**src/logic/aagt_pkg.sv**
```systemverilog
// Package with the register map, field layout and timing constants of the auxiliary bank.
package aagt_pkg;

  // Register slots of the bank, in map order.
  localparam int REG_NUM = 9;
  localparam int S_CHEN  = 0;
  localparam int S_SENSE = 1;
  localparam int S_RATE  = 2;
  localparam int S_TIMER = 3;
  localparam int S_DBNC  = 4;
  localparam int S_OPTS  = 5;
  localparam int S_PINA  = 6;
  localparam int S_VOLTA = 7;
  localparam int S_PINB  = 8;

  // Register indexes; the byte address on the bus is four times the index.
  localparam logic [7:0] IDX_CONVERTER_CHANNEL_ENABLE  = 8'h82;
  localparam logic [7:0] IDX_SENSE_PIN_CURRENT_CONTROL = 8'h84;
  localparam logic [7:0] IDX_CONVERTER_RATE_SETTING    = 8'h85;
  localparam logic [7:0] IDX_TIMER_CONTROL             = 8'h8a;
  localparam logic [7:0] IDX_MONITOR_DEBOUNCE_SETTING  = 8'h8e;
  localparam logic [7:0] IDX_SHUTDOWN_RESET_OPTIONS    = 8'h8f;
  localparam logic [7:0] IDX_AUX_PIN_A_CONTROL         = 8'h90;
  localparam logic [7:0] IDX_AUX_PIN_A_VOLTAGE         = 8'h91;
  localparam logic [7:0] IDX_AUX_PIN_B_CONTROL         = 8'h92;
  localparam logic [7:0] IDX_AUX_PIN_LEVEL             = 8'h94;
  localparam int         ADDR_W                        = 10;

  localparam logic [7:0] REG_IDX [REG_NUM] = '{
    IDX_CONVERTER_CHANNEL_ENABLE, IDX_SENSE_PIN_CURRENT_CONTROL, IDX_CONVERTER_RATE_SETTING,
    IDX_TIMER_CONTROL, IDX_MONITOR_DEBOUNCE_SETTING, IDX_SHUTDOWN_RESET_OPTIONS,
    IDX_AUX_PIN_A_CONTROL, IDX_AUX_PIN_A_VOLTAGE, IDX_AUX_PIN_B_CONTROL};

  // Reset values, writable bit masks and which slots also clear on system reset.
  localparam logic [7:0] REG_RST [REG_NUM] = '{
    8'he1, 8'hf2, 8'hb0, 8'h00, 8'h40, 8'h00, 8'h07, 8'h1a, 8'h07};
  localparam logic [7:0] REG_WMASK [REG_NUM] = '{
    8'hf1, 8'hff, 8'hf7, 8'h7f, 8'hff, 8'h8f, 8'hff, 8'h1f, 8'hc7};
  localparam logic [REG_NUM-1:0] REG_SYSRST = 9'h1c8;

  // Field positions.
  localparam int F_CH_BATV   = 7;
  localparam int F_CH_BATI   = 6;
  localparam int F_CH_DIE    = 5;
  localparam int F_CH_PINA   = 4;
  localparam int F_CH_SENSE  = 0;
  localparam int F_CUR_PINA  = 6;
  localparam int F_CUR_SENSE = 4;
  localparam int F_SENSE_FN  = 2;
  localparam int F_SRC_MODE  = 0;
  localparam int F_RATE_SNS  = 6;
  localparam int F_RATE_BAT  = 4;
  localparam int F_PINA_OUT  = 2;
  localparam int F_TMO       = 7;
  localparam int F_DBNC      = 6;
  localparam int F_LONGPRESS = 3;
  localparam int F_HOT_OFF   = 2;
  localparam int F_RECOVER   = 1;
  localparam int F_RISE_EN   = 7;
  localparam int F_FALL_EN   = 6;
  localparam int F_FUNC      = 0;
  localparam int F_VOLT      = 0;

  // Pin function codes and current source modes.
  localparam logic [2:0] FN_LOW     = 3'h0;
  localparam logic [2:0] FN_HIGH    = 3'h1;
  localparam logic [2:0] FN_INPUT   = 3'h2;
  localparam logic [2:0] FN_REG_ON  = 3'h3;
  localparam logic [2:0] FN_REG_OFF = 3'h4;
  localparam logic [1:0] SRC_OFF    = 2'h0;
  localparam logic [1:0] SRC_CHARGE = 2'h1;
  localparam logic [1:0] SRC_CONV   = 2'h2;
  localparam logic [1:0] SRC_ALWAYS = 2'h3;

  // Timing: clock period, debounce step, long key press and timer tick.
  localparam longint CLK_PERIOD_NS   = 10;
  localparam longint DBNC_STEP_NS    = 62000;
  localparam longint LONG_PRESS_S    = 16;
  localparam longint TIMER_TICK_S    = 1;
  localparam longint NS_PER_S        = 1000000000;
  localparam longint DBNC_STEP_CYC   = DBNC_STEP_NS / CLK_PERIOD_NS;
  localparam longint LONG_PRESS_CYC  = LONG_PRESS_S * NS_PER_S / CLK_PERIOD_NS;
  localparam longint TIMER_TICK_CYC  = TIMER_TICK_S * NS_PER_S / CLK_PERIOD_NS;

  // Drive of one auxiliary pin.
  typedef struct packed {
    logic drive;      // Level driven out.
    logic drive_oe_n; // Low while the pin is driven.
    logic reg_en;     // Local regulator on the pin enabled.
    logic conv_in;    // Pin routed to the converter input.
    logic dig_in;     // Pin used as digital input.
  } aagt_pin_ctl_t;

endpackage : aagt_pkg

```
**src/logic/aagt_edge_det.sv**
```systemverilog
// Edge detector and level sampler for one auxiliary pin in digital input mode.
`timescale 1ns/10ps
`default_nettype none
module aagt_edge_det (
  // Clock and reset.
  input  wire logic pclk,
  input  wire logic presetn,
  input  wire logic ce,
  input  wire logic sys_reset,
  // Pin and configuration.
  input  wire logic pin_in,
  input  wire logic in_mode,
  input  wire logic rise_en,
  input  wire logic fall_en,
  // Results.
  output logic      event_q,
  output logic      level_q
);

  logic prev_q;
  wire  rise_hit = rise_en & pin_in & ~prev_q;
  wire  fall_hit = fall_en & ~pin_in & prev_q;

  // Edges count only while the pin is a digital input; otherwise the level holds until a system reset clears it.
  always_ff @(posedge pclk or negedge presetn) begin
    if (!presetn) begin
      prev_q  <= 1'b0;
      event_q <= 1'b0;
      level_q <= 1'b0;
    end else if (ce) begin
      prev_q  <= pin_in;
      event_q <= in_mode & (rise_hit | fall_hit);
      if (sys_reset) begin
        level_q <= 1'b0;
      end else if (in_mode) begin
        level_q <= pin_in;
      end
    end
  end

endmodule : aagt_edge_det
`default_nettype wire

```
**src/logic/aagt_regs.sv**
```systemverilog
// Auxiliary converter, timer, monitor, option and pin control register bank with APB access.
//
// Overview of operation
// RULE_01 - Five channel enables, auxiliary channel off at reset.
// RULE_02 - Pin current codes 20 to 80uA, default 11.
// RULE_03 - Sense pin: battery temperature or plain converter input.
// RULE_04 - Sense source: off, charging, conversion, always on.
// RULE_05 - Sense/auxiliary rate 25 to 200 Hz, default 10.
// RULE_06 - Battery rate 100 to 800 Hz, default 11.
// RULE_07 - Work-mode bit drives current out of pin A.
// RULE_08 - Zero timer threshold disables timer; system reset clears.
// RULE_09 - Timeout sets status; writing one clears, restarts timer.
// RULE_10 - Monitor debounce 62 to 248us, default 124us.
// RULE_11 - Sixteen-second key press resets when enabled.
// RULE_12 - Optional shutdown on die temperature warning.
// RULE_13 - Recovery bit keeps or restores wake voltages.
// RULE_14 - Pin A edge enables raise wake events.
// RULE_15 - Pin A three-bit function code, default floating.
// RULE_16 - Pin A voltage code, 100 mV steps, default 11010.
// RULE_17 - Pin B edge enables raise wake events.
// RULE_18 - Pin B function code, floating without converter option.
// RULE_19 - Read-only register reports both pin input levels.
// RULE_20 - Timeout and pin edges reach the event output.
//
// Our own choice: the APB slave port.
`timescale 1ns/10ps
`default_nettype none
module aagt_regs
  import aagt_pkg::*;
#(
  parameter int unsigned DBNC_STEP_CYCLES  = 32'(DBNC_STEP_CYC),
  parameter int unsigned LONG_PRESS_CYCLES = 32'(LONG_PRESS_CYC),
  parameter int unsigned TIMER_TICK_CYCLES = 32'(TIMER_TICK_CYC)
) (
  // Clock, reset and clock enable.
  input  wire logic          pclk,
  input  wire logic          presetn,
  input  wire logic          ce,
  input  wire logic          sys_reset,
  // APB slave.
  input  wire logic          psel,
  input  wire logic          penable,
  input  wire logic          pwrite,
  input  wire logic [11:0]   paddr,
  input  wire logic [31:0]   pwdata,
  input  wire logic [3:0]    pstrb,
  output logic      [31:0]   prdata,
  output logic               pready,
  output logic               pslverr,
  // Device status inputs.
  input  wire logic          charging,
  input  wire logic          conv_phase,
  input  wire logic          mon_fault_raw,
  input  wire logic          power_key_held,
  input  wire logic          die_temp_warn,
  input  wire logic          aux_pin_a_in,
  input  wire logic          aux_pin_b_in,
  // Converter and sense controls.
  output logic      [4:0]    chan_enable,
  output logic      [1:0]    aux_pin_a_cur_code,
  output logic      [1:0]    temp_sense_pin_cur_code,
  output logic               temp_sense_pin_conv_mode,
  output logic               temp_sense_pin_src_on,
  output logic      [1:0]    sense_rate_code,
  output logic      [1:0]    battery_rate_code,
  output logic               aux_pin_a_src_on,
  // Monitor, reset and shutdown controls.
  output logic               mon_fault,
  output logic               por_request,
  output logic               shutdown_request,
  output logic               keep_voltage_on_wake,
  // Pin drive and events.
  output aagt_pin_ctl_t      aux_pin_a_ctl,
  output aagt_pin_ctl_t      aux_pin_b_ctl,
  output logic      [4:0]    aux_pin_a_voltage_code,
  output logic               event_irq,
  output logic               timer_timeout
);

  // Pin function decode, shared by both pins; only pin A offers the converter input.
  function automatic aagt_pin_ctl_t pin_decode(input logic [2:0] code, input logic conv_ok);
    aagt_pin_ctl_t c;
    c.drive      = (code == FN_HIGH);
    c.drive_oe_n = !((code == FN_LOW) || (code == FN_HIGH));
    c.reg_en     = (code == FN_REG_ON);
    c.dig_in     = (code == FN_INPUT);
    c.conv_in    = (code > FN_REG_OFF) & conv_ok;
    return c;
  endfunction : pin_decode

  // Pin drive after reset: nothing driven, every use off.
  localparam aagt_pin_ctl_t PIN_IDLE = '{drive: 1'b0, drive_oe_n: 1'b1, reg_en: 1'b0,
    conv_in: 1'b0, dig_in: 1'b0};

  logic [7:0]  regs_q [REG_NUM];
  logic        tmo_q;
  logic        pready_q;
  logic [31:0] prdata_q;
  logic        pslverr_q;
  logic [31:0] tick_cnt_q;
  logic [6:0]  tmr_cnt_q;
  logic [31:0] dbnc_cnt_q;
  logic [31:0] key_cnt_q;
  logic        key_fired_q;
  logic        por_q;
  logic        mon_q;
  logic        shut_q;
  logic        src_on_q;
  logic        evt_q;
  aagt_pin_ctl_t pa_q;
  aagt_pin_ctl_t pb_q;
  logic        ev_a;
  logic        ev_b;
  logic        lvl_a;
  logic        lvl_b;

  // Bus decode: the index is the word address; byte lane 0 carries the register.
  wire         access   = psel & penable & ce;
  wire         commit   = access & pready_q;
  wire         wr_ok    = commit & pwrite & pstrb[0];
  wire [9:0]   word_idx = paddr[11:2];
  wire         hit_lvl  = (word_idx == {2'b00, IDX_AUX_PIN_LEVEL});
  logic [REG_NUM-1:0] hit;
  logic [7:0]  rd_byte;

  // Fields used by the block's own logic.
  wire [6:0] tmr_thr    = regs_q[S_TIMER][6:0];
  wire [1:0] src_mode   = regs_q[S_SENSE][F_SRC_MODE +: 2];
  wire [1:0] dbnc_code  = regs_q[S_DBNC][F_DBNC +: 2];
  wire [2:0] pa_func    = regs_q[S_PINA][F_FUNC +: 3];
  wire [2:0] pb_func    = regs_q[S_PINB][F_FUNC +: 3];
  wire       pa_chan_on = regs_q[S_CHEN][F_CH_PINA];

  genvar gi;
  generate
    for (gi = 0; gi < REG_NUM; gi++) begin : g_reg
      assign hit[gi] = (word_idx == {2'b00, REG_IDX[gi]});
      // Writable bits load on the access edge; power-on and system reset per slot.
      always_ff @(posedge pclk or negedge presetn) begin
        if (!presetn) begin
          regs_q[gi] <= REG_RST[gi];
        end else if (ce) begin
          if (sys_reset && REG_SYSRST[gi]) begin
            regs_q[gi] <= REG_RST[gi]; // RULE_08
          end else if (wr_ok && hit[gi]) begin
            regs_q[gi] <= (pwdata[7:0] & REG_WMASK[gi]) | (regs_q[gi] & ~REG_WMASK[gi]);
          end
        end
      end
    end
  endgenerate

  // Read mux; the timeout flag lives outside the array and the level register is read-only.
  always_comb begin
    rd_byte = 8'h00;
    for (int i = 0; i < REG_NUM; i++) begin
      if (hit[i]) begin
        rd_byte = regs_q[i] & REG_WMASK[i];
      end
    end
    if (hit[S_TIMER]) begin
      rd_byte[F_TMO] = tmo_q;
    end
    if (hit_lvl) begin
      rd_byte = {6'h00, lvl_b, lvl_a}; // RULE_19
    end
  end

  // Unmapped words read as zero and answer with an error.
  wire mapped = (|hit) | hit_lvl;

  // One wait state: ready rises on the first access cycle and the transfer ends on the next.
  always_ff @(posedge pclk or negedge presetn) begin
    if (!presetn) begin
      pready_q  <= 1'b0;
      prdata_q  <= 32'h0000_0000;
      pslverr_q <= 1'b0;
    end else if (ce) begin
      pready_q  <= access & ~pready_q;
      pslverr_q <= access & ~pready_q & ~mapped;
      if (access && !pready_q) begin
        prdata_q <= {24'h00_0000, rd_byte};
      end
    end
  end

  // Timer: prescaler gives ticks, ticks count up to the threshold.
  wire tmr_on   = (tmr_thr != 7'h00); // RULE_08
  wire tick     = (tick_cnt_q == TIMER_TICK_CYCLES - 32'h0000_0001);
  wire tmo_hit  = tmr_on & tick & (tmr_cnt_q + 7'h01 >= tmr_thr);
  wire tmo_clr  = wr_ok & hit[S_TIMER] & pwdata[F_TMO];
  wire tmr_stop = ~tmr_on | tmo_clr | sys_reset;

  // A clear that lands with a new timeout loses: the timeout is kept.
  always_ff @(posedge pclk or negedge presetn) begin
    if (!presetn) begin
      tick_cnt_q <= 32'h0000_0000;
      tmr_cnt_q  <= 7'h00;
      tmo_q      <= 1'b0;
    end else if (ce) begin
      if (tmr_stop || tmo_hit || tick) begin
        tick_cnt_q <= 32'h0000_0000; // RULE_09
      end else begin
        tick_cnt_q <= tick_cnt_q + 32'h0000_0001;
      end
      if (tmr_stop || tmo_hit) begin
        tmr_cnt_q <= 7'h00;
      end else if (tick) begin
        tmr_cnt_q <= tmr_cnt_q + 7'h01;
      end
      if (tmo_hit) begin
        tmo_q <= 1'b1; // RULE_09
      end else if (tmo_clr || sys_reset) begin
        tmo_q <= 1'b0; // RULE_09
      end
    end
  end

  // Monitor debounce: the raw level must differ for the whole window before it is taken.
  wire [31:0] dbnc_limit = DBNC_STEP_CYCLES * ({30'h0000_0000, dbnc_code} + 32'h0000_0001);

  always_ff @(posedge pclk or negedge presetn) begin
    if (!presetn) begin
      dbnc_cnt_q <= 32'h0000_0000;
      mon_q      <= 1'b0;
    end else if (ce) begin
      if (mon_fault_raw == mon_q) begin
        dbnc_cnt_q <= 32'h0000_0000;
      end else if (dbnc_cnt_q >= dbnc_limit - 32'h0000_0001) begin
        dbnc_cnt_q <= 32'h0000_0000;
        mon_q      <= mon_fault_raw; // RULE_10
      end else begin
        dbnc_cnt_q <= dbnc_cnt_q + 32'h0000_0001;
      end
    end
  end

  // Long key press: one request per press, held key does not repeat it.
  // The reset request is one pulse; downstream logic must hold it.
  wire key_en = regs_q[S_OPTS][F_LONGPRESS];

  always_ff @(posedge pclk or negedge presetn) begin
    if (!presetn) begin
      key_cnt_q   <= 32'h0000_0000;
      key_fired_q <= 1'b0;
      por_q       <= 1'b0;
    end else if (ce) begin
      por_q <= 1'b0;
      if (!power_key_held || !key_en) begin
        key_cnt_q   <= 32'h0000_0000;
        key_fired_q <= 1'b0;
      end else if (!key_fired_q) begin
        if (key_cnt_q == LONG_PRESS_CYCLES - 32'h0000_0001) begin
          key_fired_q <= 1'b1;
          por_q       <= 1'b1; // RULE_11
        end else begin
          key_cnt_q <= key_cnt_q + 32'h0000_0001;
        end
      end
    end
  end

  // Sense current source by mode.
  logic src_on_d;
  always_comb begin
    case (src_mode)
      SRC_OFF:    src_on_d = 1'b0; // RULE_04
      SRC_CHARGE: src_on_d = charging;
      SRC_CONV:   src_on_d = conv_phase;
      SRC_ALWAYS: src_on_d = 1'b1;
      default:    src_on_d = 1'b0;
    endcase
  end

  // Registered derived controls so every output leaves from a flip-flop.
  always_ff @(posedge pclk or negedge presetn) begin
    if (!presetn) begin
      shut_q   <= 1'b0;
      src_on_q <= 1'b0;
      evt_q    <= 1'b0;
      pa_q     <= PIN_IDLE;
      pb_q     <= PIN_IDLE;
    end else if (ce) begin
      shut_q   <= die_temp_warn & regs_q[S_OPTS][F_HOT_OFF]; // RULE_12
      src_on_q <= src_on_d;
      evt_q    <= tmo_hit | ev_a | ev_b; // RULE_20
      pa_q     <= pin_decode(pa_func, pa_chan_on); // RULE_15
      pb_q     <= pin_decode(pb_func, 1'b0); // RULE_18
    end
  end

  // Edge events and levels of the two pins.
  aagt_edge_det u_edge_a (
    .pclk      (pclk),
    .presetn   (presetn),
    .ce        (ce),
    .sys_reset (sys_reset),
    .pin_in    (aux_pin_a_in),
    .in_mode   (pa_q.dig_in),
    .rise_en   (regs_q[S_PINA][F_RISE_EN]), // RULE_14
    .fall_en   (regs_q[S_PINA][F_FALL_EN]), // RULE_14
    .event_q   (ev_a),
    .level_q   (lvl_a)
  );

  aagt_edge_det u_edge_b (
    .pclk      (pclk),
    .presetn   (presetn),
    .ce        (ce),
    .sys_reset (sys_reset),
    .pin_in    (aux_pin_b_in),
    .in_mode   (pb_q.dig_in),
    .rise_en   (regs_q[S_PINB][F_RISE_EN]), // RULE_17
    .fall_en   (regs_q[S_PINB][F_FALL_EN]), // RULE_17
    .event_q   (ev_b),
    .level_q   (lvl_b)
  );

  // Outputs straight from the register flops.
  assign prdata    = prdata_q;
  assign pready    = pready_q;
  assign pslverr   = pslverr_q;
  assign chan_enable = {regs_q[S_CHEN][F_CH_BATV], regs_q[S_CHEN][F_CH_BATI],
                        regs_q[S_CHEN][F_CH_DIE], regs_q[S_CHEN][F_CH_PINA],
                        regs_q[S_CHEN][F_CH_SENSE]}; // RULE_01
  assign aux_pin_a_cur_code       = regs_q[S_SENSE][F_CUR_PINA +: 2]; // RULE_02
  assign temp_sense_pin_cur_code  = regs_q[S_SENSE][F_CUR_SENSE +: 2]; // RULE_02
  assign temp_sense_pin_conv_mode = regs_q[S_SENSE][F_SENSE_FN]; // RULE_03
  assign temp_sense_pin_src_on    = src_on_q; // RULE_04
  assign sense_rate_code          = regs_q[S_RATE][F_RATE_SNS +: 2]; // RULE_05
  assign battery_rate_code        = regs_q[S_RATE][F_RATE_BAT +: 2]; // RULE_06
  assign aux_pin_a_src_on         = regs_q[S_RATE][F_PINA_OUT]; // RULE_07
  assign mon_fault                = mon_q;
  assign por_request              = por_q;
  assign shutdown_request         = shut_q;
  assign keep_voltage_on_wake     = regs_q[S_OPTS][F_RECOVER]; // RULE_13
  assign aux_pin_a_ctl            = pa_q;
  assign aux_pin_b_ctl            = pb_q;
  assign aux_pin_a_voltage_code   = regs_q[S_VOLTA][F_VOLT +: 5]; // RULE_16
  assign event_irq                = evt_q;
  assign timer_timeout            = tmo_q;

endmodule : aagt_regs
`default_nettype wire

```
**config.mk**
```make
export PLATFORM = sky130hd
export DESIGN_NAME = aagt_regs
export DESIGN_NICKNAME = d
export VERILOG_FILES = /design/src/logic/aagt_pkg.sv /design/src/logic/aagt_edge_det.sv /design/src/logic/aagt_regs.sv
export SDC_FILE = /design/constraint.sdc
export NUM_CORES = 1
export LEC_CHECK = 0
export BUFFER_PORTS_ARGS = -buffer_cell sky130_fd_sc_hd__buf_2
export CORE_MARGIN = 4
export CORE_UTILIZATION = 64
export DETAILED_ROUTE_END_ITERATION = 6
export GPL_ROUTABILITY_DRIVEN = 0
export PLACE_DENSITY = 0.88
export SYNTH_ARGS = -nofsm -noshare
export SYNTH_HDL_FRONTEND = slang
export SYNTH_SLANG_ARGS = --single-unit
```
**constraint.sdc**
```tcl
create_clock -name pclk -period 10.65 [get_ports pclk]
set_clock_uncertainty 0.05 [all_clocks]
set_input_delay 2.13 -clock pclk [delete_from_list [all_inputs] [get_ports pclk]]
set_output_delay 2.13 -clock pclk [all_outputs]
set_load 0.005 [all_outputs]
```
==> summary.txt, run 1 <==
Run status
  – Status: completed

Power
  – Clk pwr share: 0.380
  – P_leak: 0.00551 µW
  – PD cells: 136 nW/µm²
  – Sw Ratio: 0.298
  – Int Pwr: 1180 µW
  – Comb pwr share: 0.143
  – Peak supply drop: 0.115 mV
  – Net Sw Power: 499 µW
  – Power Total: 1680 µW
  – Reg power frac: 0.477

STA
  – Max Transition Viols Final: 0
  – Final setup viols: 0
  – Fmax: 203 MHz
  – Max_slew headroom: 0.338
  – Sum Neg Setup Slack: 0 ns
  – Hold Fails Final Rpt: 0
  – Crit share post-route: 0.463
  – RSZ-0062 raised after global routing: no
  – Worst-Margin Slew: 0.989 ns
  – Fin crit period: 4.93 ns

Global route
  – Vias in the first global route: 9144
  – Global-route wire length before repair: 45100 µm
  – GRT overflow: 0
  – Initial antenna violation count: 1
  – Largest net degree at the start of global routing: 118
  – Total track usage: 0.273

Setup path
  – Reg-to-reg critical path endpoint: dbnc_cnt_q[14]
  – R2r startpoint: dbnc_code[0]
  – Setup slack, reg-to-reg: 5.97 ns
  – CP arrival: 5.16 ns
  – Data required time of the worst path: 10.88 ns
  – CP Class: primary input to flop
  – CP max stage cell: and2_1
  – Critical path's top delay family: simple AND/OR/NAND/NOR gates
  – Crit path cell chain: buf_2, nand3_1, nor2_1, a31oi_2, or3b_1, and2_1, o21ai_0
  – Number of buffers and inverters on the critical path: 1
  – CP Max Fanout: 27
  – Worst reg2reg path depth: 11
  – CP max stage delay: 0.81 ns
  – CP endpoint kind: flop
  – CP Launch Type: primary input

Finish
  – Most frequent cells in the layout: 169 x dfrtp_1, 126 x nor2_1, 96 x nand2_1, 77 x buf_2, 61 x nand3_1
  – Nets: 1331
  – Layout cells sized above 1: 0.168
  – Commonest non-fill, non-tap cell in the layout: dfrtp_1
  – N_diodes: 0
  – Area growth, synth to finish: 7.15%

Clock tree
  – Post CTS Setup Buffer Count: 0
  – Clock transition at the registers of the reported paths: 0.07 ns
  – Clk Latency, worst-skew pair: 0.44 ns
  – H-tree levels: 4
  – CTS tree: yes
  – Clk buf depth: 2
  – CTS sink count: 193
  – # resized after CTS: 0
  – Root buf cell: clkbuf_16
  – CTS Buf Count: 17
  – Post-CTS Hold Fix Bufs: 0

Yosys
  – Fraction of registers with async set/reset: 1.00
  – #FFs+latches synth: 193
  – Main synth FF type: dfrtp_1
  – Gate Count Post-Synth: 1199
  – Seq/Total Area, Yosys: 0.423
  – Netlist cell types: 86
  – EDFF count, synth: 0
  – Yosys top cell area share: 0.368
  – Mapped Area: 11500 µm²
  – Ys Warns: 0
  – Leading area contributor after synthesis: dfrtp_1
  – Synthesized area per cell: 9.59 µm²
  – Top cells by area, synth: dfrtp_1 37%, dfstp_2 5.5%, mux2_2 4.5%

Placement
  – HPWL Detailed: 18200 µm
  – PortBufs: 78

Worst hold path
  – Worst hold path class: flop to flop
  – Hold Crit Start: temp_sense_pin_src_on
  – Hold path depth: 1
  – Min-Delay Endpoint: temp_sense_pin_src_on

Route
  – Drt wl/cell: 18.4 µm
  – First-pass DRT Iterations: 5
  – WL final: 27000 µm
  – DR iter-0 viols: 795
  – Final ANT Viol Nets: 0
  – # DRC: 0
  – DR vias/cell: 6.50
  – Vias: 9537

Floorplanning
  – Die height: 142 µm
  – I/O pin cnt: 133
  – Initial Util: 0.658
  – Core box area: 17500 µm²
  – Die ar.: 20200 µm²
  – # rows: 48
  – Die Width: 142 µm

Run
  – Max Cap Viol: 0
[power groups by stage]
stage               logic, µW  registers, µW  clock network (µW)
finish                    239            799                 637
global route              264            802                 677
CTS                       237            797                 649
detailed placement        235            811                   0
global placement          229            809                   0
floorplan                 175            799                   0
[worst register-to-register path, stage by stage, from the launching register on]
cell and delay (ns):
dfstp_2 0.61, inv_1 0.17, ha_1 0.29, nor2_1 0.10, nand3_1 0.41, ha_1 0.50, a21oi_1 0.14, a21oi_1 0.12
a2111oi_4 0.60, and2_1 0.83, nand3_2 0.38, o311ai_0 0.37
[cell families (layout without fill, tap and decap cells)]
logic type               Yosys count  in the layout  share of synthesized area
AO/OA/AOI/OAI                    239            239                      0.151
XOR/XNOR                          60             60                     0.0457
adder cells (fa/ha/maj)           40             40                     0.0435
buffers and inverters            137            156                     0.0639
flip-flops                       193            193                      0.423
multiplexers                      67             67                     0.0634
other                              2             26                   0.000653
AND/OR/NAND/NOR                  461            461                      0.209
[stage by stage]
step	instance area [µm²]	hold slack, ns	utilization	cells	setup slack [ns]
floorplan	11600	0.401	-	1223	6.71
global placement	11700	0.412	0.671	1435	5.33
detailed placement	11700	0.418	0.671	1435	5.31
CTS	12300	0.434	0.705	1467	5.71
global route	12300	0.459	0.705	1467	5.44
finish	12300	0.430	0.705	1467	5.72
[final cells by class]
class | instances | area (µm²)
multi-input cells | 893 | 5990
clock buffers | 19 | 443
repair buffers | 84 | 444
inverters | 40 | 150
well taps | 225 | 282
flip-flops and latches | 193 | 4860
fillers | 1263 | 5160
clock inverters | 13 | 144
[how the worst max path moves through the flow]
stage / endpoint / from / cells past startpoint / slack (ns)
4_1_cts: tmr_cnt_q[2] / ce / 7 / 5.71
5_1_grt: tmr_cnt_q[2] / ce / 7 / 5.44
3_5_place_dp: tmr_cnt_q[0] / ce / 7 / 5.31
6_report: tmr_cnt_q[2] / ce / 7 / 5.72
3_3_place_gp: tmr_cnt_q[2] / ce / 7 / 5.33
2_1_floorplan: regs_q[56] / paddr[3] / 5 / 6.71
[routing by layer]
metal	wire, µm	vias up	track usage	part of all wire
li1	-	4379	-	-
met1	11400	4655	0.371	0.42
met2	13000	437	0.445	0.48
met3	1940	64	0.0494	0.072
met4	716	2	0.0944	0.027
met5	12	-	0	0.00044
[flip-flops by register name (all words and copies together) (netlist names), 3 cells and up]
name and count:
prdata 8, tick_cnt_q 32, pb_func 3, aux_pin_b_ctl 4
pa_func 3, aux_pin_a_ctl 5, tmr_cnt_q 7, dbnc_cnt_q 32
key_cnt_q 32, chan_enable 5, aux_pin_a_voltage_code 5, regs_q 28
[Yosys cell counts (13+ instances only)]
| master | n |
|---|---|
| mux2i_1 | 21 |
| o2bb2ai_1 | 27 |
| nor3_1 | 25 |
| dfstp_2 | 24 |
| dfrtp_1 | 169 |
| buf_4 | 54 |
| nand3_1 | 61 |
| a21oi_1 | 40 |
| ha_1 | 40 |
| and3_1 | 18 |
| o21ai_0 | 41 |
| a21o_1 | 14 |
| nand2_1 | 96 |
| clkbuf_1 | 24 |
| nand4_1 | 32 |
| xor2_1 | 22 |
| nor4_1 | 13 |
| inv_1 | 40 |
| nor2_1 | 126 |
| a211oi_1 | 15 |
| mux2_2 | 46 |
| xnor2_1 | 38 |
| nor2b_1 | 15 |
No activity file was read; power rests on OpenSTA's default activity.
==> run 2: changes to the inputs <==
Settings changed: CORE_UTILIZATION 64 to 59, PLACE_DENSITY 0.88 to 0.82.
Clock period 10.65 ns to 5.12 ns, I/O delays scaled along.
==> summary.txt, run 2 (same netlist as run 1, synthesis figures left out) <==
Run status
  – Status: completed

STA
  – Sum Neg Setup Slack: 0 ns (unchanged)
  – Fin crit period: 4.46 ns
  – Worst-Margin Slew: 1.07 ns (+0.0821 ns)
  – RSZ-0062 raised after global routing: no
  – Hold Fails Final Rpt: 0 (unchanged)
  – Final hold slack: 0.434 ns (+0.00437 ns)
  – Final setup viols: 0 (unchanged)
  – Fmax: 224 MHz
  – Max_slew headroom: 0.286 (-0.0523)
  – Crit share post-route: 0.871
  – Max Transition Viols Final: 0 (unchanged)

Clock tree
  – Post-CTS Hold Fix Bufs: 0 (unchanged)
  – CTS tree: yes
  – Clk Latency, worst-skew pair: 0.44 ns (about the same)
  – Clock transition at the registers of the reported paths: 0.08 ns (about the same)
  – CTS Buf Count: 17 (unchanged)
  – Clk buf depth: 2 (unchanged)
  – # resized after CTS: 0 (unchanged)
  – CTS sink count: 193 (unchanged)
  – H-tree levels: 4 (unchanged)
  – Root buf cell: clkbuf_16
  – Post CTS Setup Buffer Count: 0 (unchanged)

Worst hold path
  – Hold path depth: 1 (unchanged)
  – Min-Delay Endpoint: temp_sense_pin_src_on
  – Worst hold path class: flop to flop
  – Hold Crit Start: temp_sense_pin_src_on

Route
  – WL final: 27000 µm (about the same)
  – DR vias/cell: 6.19 (-4.7%)
  – Drt wl/cell: 17.9 µm (-2.6%)
  – Vias: 9342 (-2.0%)
  – Final ANT Viol Nets: 0 (unchanged)
  – First-pass DRT Iterations: 5 (unchanged)
  – DR iter-0 viols: 768 (-3.4%)
  – # DRC: 0 (unchanged)

Power
  – Int Pwr: 2510 µW (+110%)
  – Sw Ratio: 0.294 (-0.00367)
  – Comb pwr share: 0.143 (about the same)
  – Clk pwr share: 0.390 (+0.010)
  – Net Sw Power: 1050 µW (+110%)
  – P_leak: 0.00555 µW (+0.80%)
  – Reg power frac: 0.466 (-0.011)
  – PD cells: 286 nW/µm² (+110%)
  – Peak supply drop: 0.246 mV (+110%)

Setup path
  – CP max stage delay: 0.62 ns (-0.19 ns)
  – Reg-to-reg critical path endpoint: dbnc_cnt_q[14]
  – CP endpoint kind: flop
  – Crit path cell chain: inv_1, ha_1, nor2_1, nand3_1, ha_1, a2111oi_0, o21a_1, o21ai_0, a22oi_1, buf_4, nand3_2, o311ai_0
  – CP Max Fanout: 17 (-37%)
  – CP most frequent cell: ha_1
  – CP max stage cell: dfstp_2
  – CP arrival: 4.72 ns (-0.44 ns)
  – R2r startpoint: dbnc_code[0]
  – Setup slack, reg-to-reg: 0.66 ns (-5.31 ns)
  – Worst reg2reg path depth: 12 (+1)
  – CP Class: flop to flop
  – Data required time of the worst path: 5.38 ns (-5.50 ns)
  – CP Launch Type: flop

Global route
  – Global-route wire length before repair: 45400 µm (+0.62%)
  – Initial antenna violation count: 1 (unchanged)
  – Largest net degree at the start of global routing: 135 (+14%)
  – Vias in the first global route: 9057 (-0.95%)
  – Total track usage: 0.252 (-0.0207)
  – GRT overflow: 0 (unchanged)

Finish
  – Nets: 1336 (+0.38%)
  – Commonest non-fill, non-tap cell in the layout: dfrtp_1
  – Largest registers: dbnc_cnt_q (32), key_cnt_q (32), tick_cnt_q (32)
  – Most frequent cells in the layout: 169 x dfrtp_1, 126 x nor2_1, 96 x nand2_1, 77 x buf_2, 61 x nand3_1
  – Post-Layout Inst Area: 12400 µm² (+1.0%)
  – # fillers: 1509 (+19%)
  – Area of the multi-input gates: 5990 µm² (unchanged)
  – Layout cells sized above 1: 0.172 (+0.00333)
  – Seq. cell area: 4860 µm² (unchanged)
  – Area growth, synth to finish: 8.24%

Run
  – Max Cap Viol: 0 (unchanged)

Floorplanning
  – I/O pin cnt: 133 (unchanged)
  – Die height: 148 µm (+3.9%)
  – Die ar.: 21800 µm² (+8.0%)
  – Core box area: 19000 µm² (+8.5%)
  – Initial Util: 0.606 (-0.0513)
  – # rows: 50 (+4.2%)
  – Die Width: 148 µm (+3.9%)

Placement
  – PortBufs: 78 (unchanged)
  – HPWL Detailed: 18700 µm (+2.5%)
  – Post-DP Area: 11800 µm² (+0.80%)
-- run 2: how the worst max path moves through the flow --
stage,to,slack (ns),depth (start not counted),startpoint
after floorplan,dbnc_cnt_q[25],1.71,13,dbnc_code[0]
after global placement,dbnc_cnt_q[14],0.90,12,dbnc_code[0]
after detailed placement,dbnc_cnt_q[14],0.76,12,dbnc_code[0]
after CTS,dbnc_cnt_q[14],0.72,12,dbnc_code[0]
after global routing,dbnc_cnt_q[14],0.38,12,dbnc_code[0]
final,dbnc_cnt_q[14],0.66,12,dbnc_code[0]
-- run 2: cell type report --
class / instances / share of cell area
Multi-Input combinational cell: 893 / 0.482
Sequential cell: 193 / 0.391
Timing Repair Buffer: 89 / 0.0397
Clock buffer: 19 / 0.0356
Tap cell: 260 / 0.0261
Clock inverter: 13 / 0.0139
Inverter: 40 / 0.0121
Antenna cell: 1 / 0.000201
-- run 2: critical path, delay by kind of cell, from the launching register on --
kind | cells | cell delay (ns)
AO/OA/AOI/OAI | 5 | 1.60
adder cells (fa/ha/maj) | 2 | 0.76
buffers and inverters | 2 | 0.52
AND/OR/NAND/NOR | 3 | 0.77
flip-flops | 1 | 0.62
-- run 2: metrics by stage --
stage	power (µW)	setup slack, ns	utilization	std cells
final	3560	0.659	0.656	1508
after floorplan	2030	1.71	-	1223
after global routing	3690	0.376	0.656	1508
after detailed placement	2190	0.761	0.624	1475
after global placement	2170	0.897	0.624	1475
after CTS	3570	0.717	0.656	1507
-- run 2: layer usage --
layer  vias to the layer above  routed length [µm]  global-route usage
met2                       361               12900               0.407
met5                         -                   0                   0
met4                         0                 700               0.101
met1                      4530               11700               0.344
li1                       4392                   -                   -
met3                        59                1660              0.0389
-- run 2: power by group through the flow --
stage	clock network (µW)	registers (µW)	logic [µW]
detailed placement	0	1690	503
floorplan	0	1660	364
CTS	1410	1660	508
global route	1470	1670	555
finish	1390	1660	510
global placement	0	1680	490
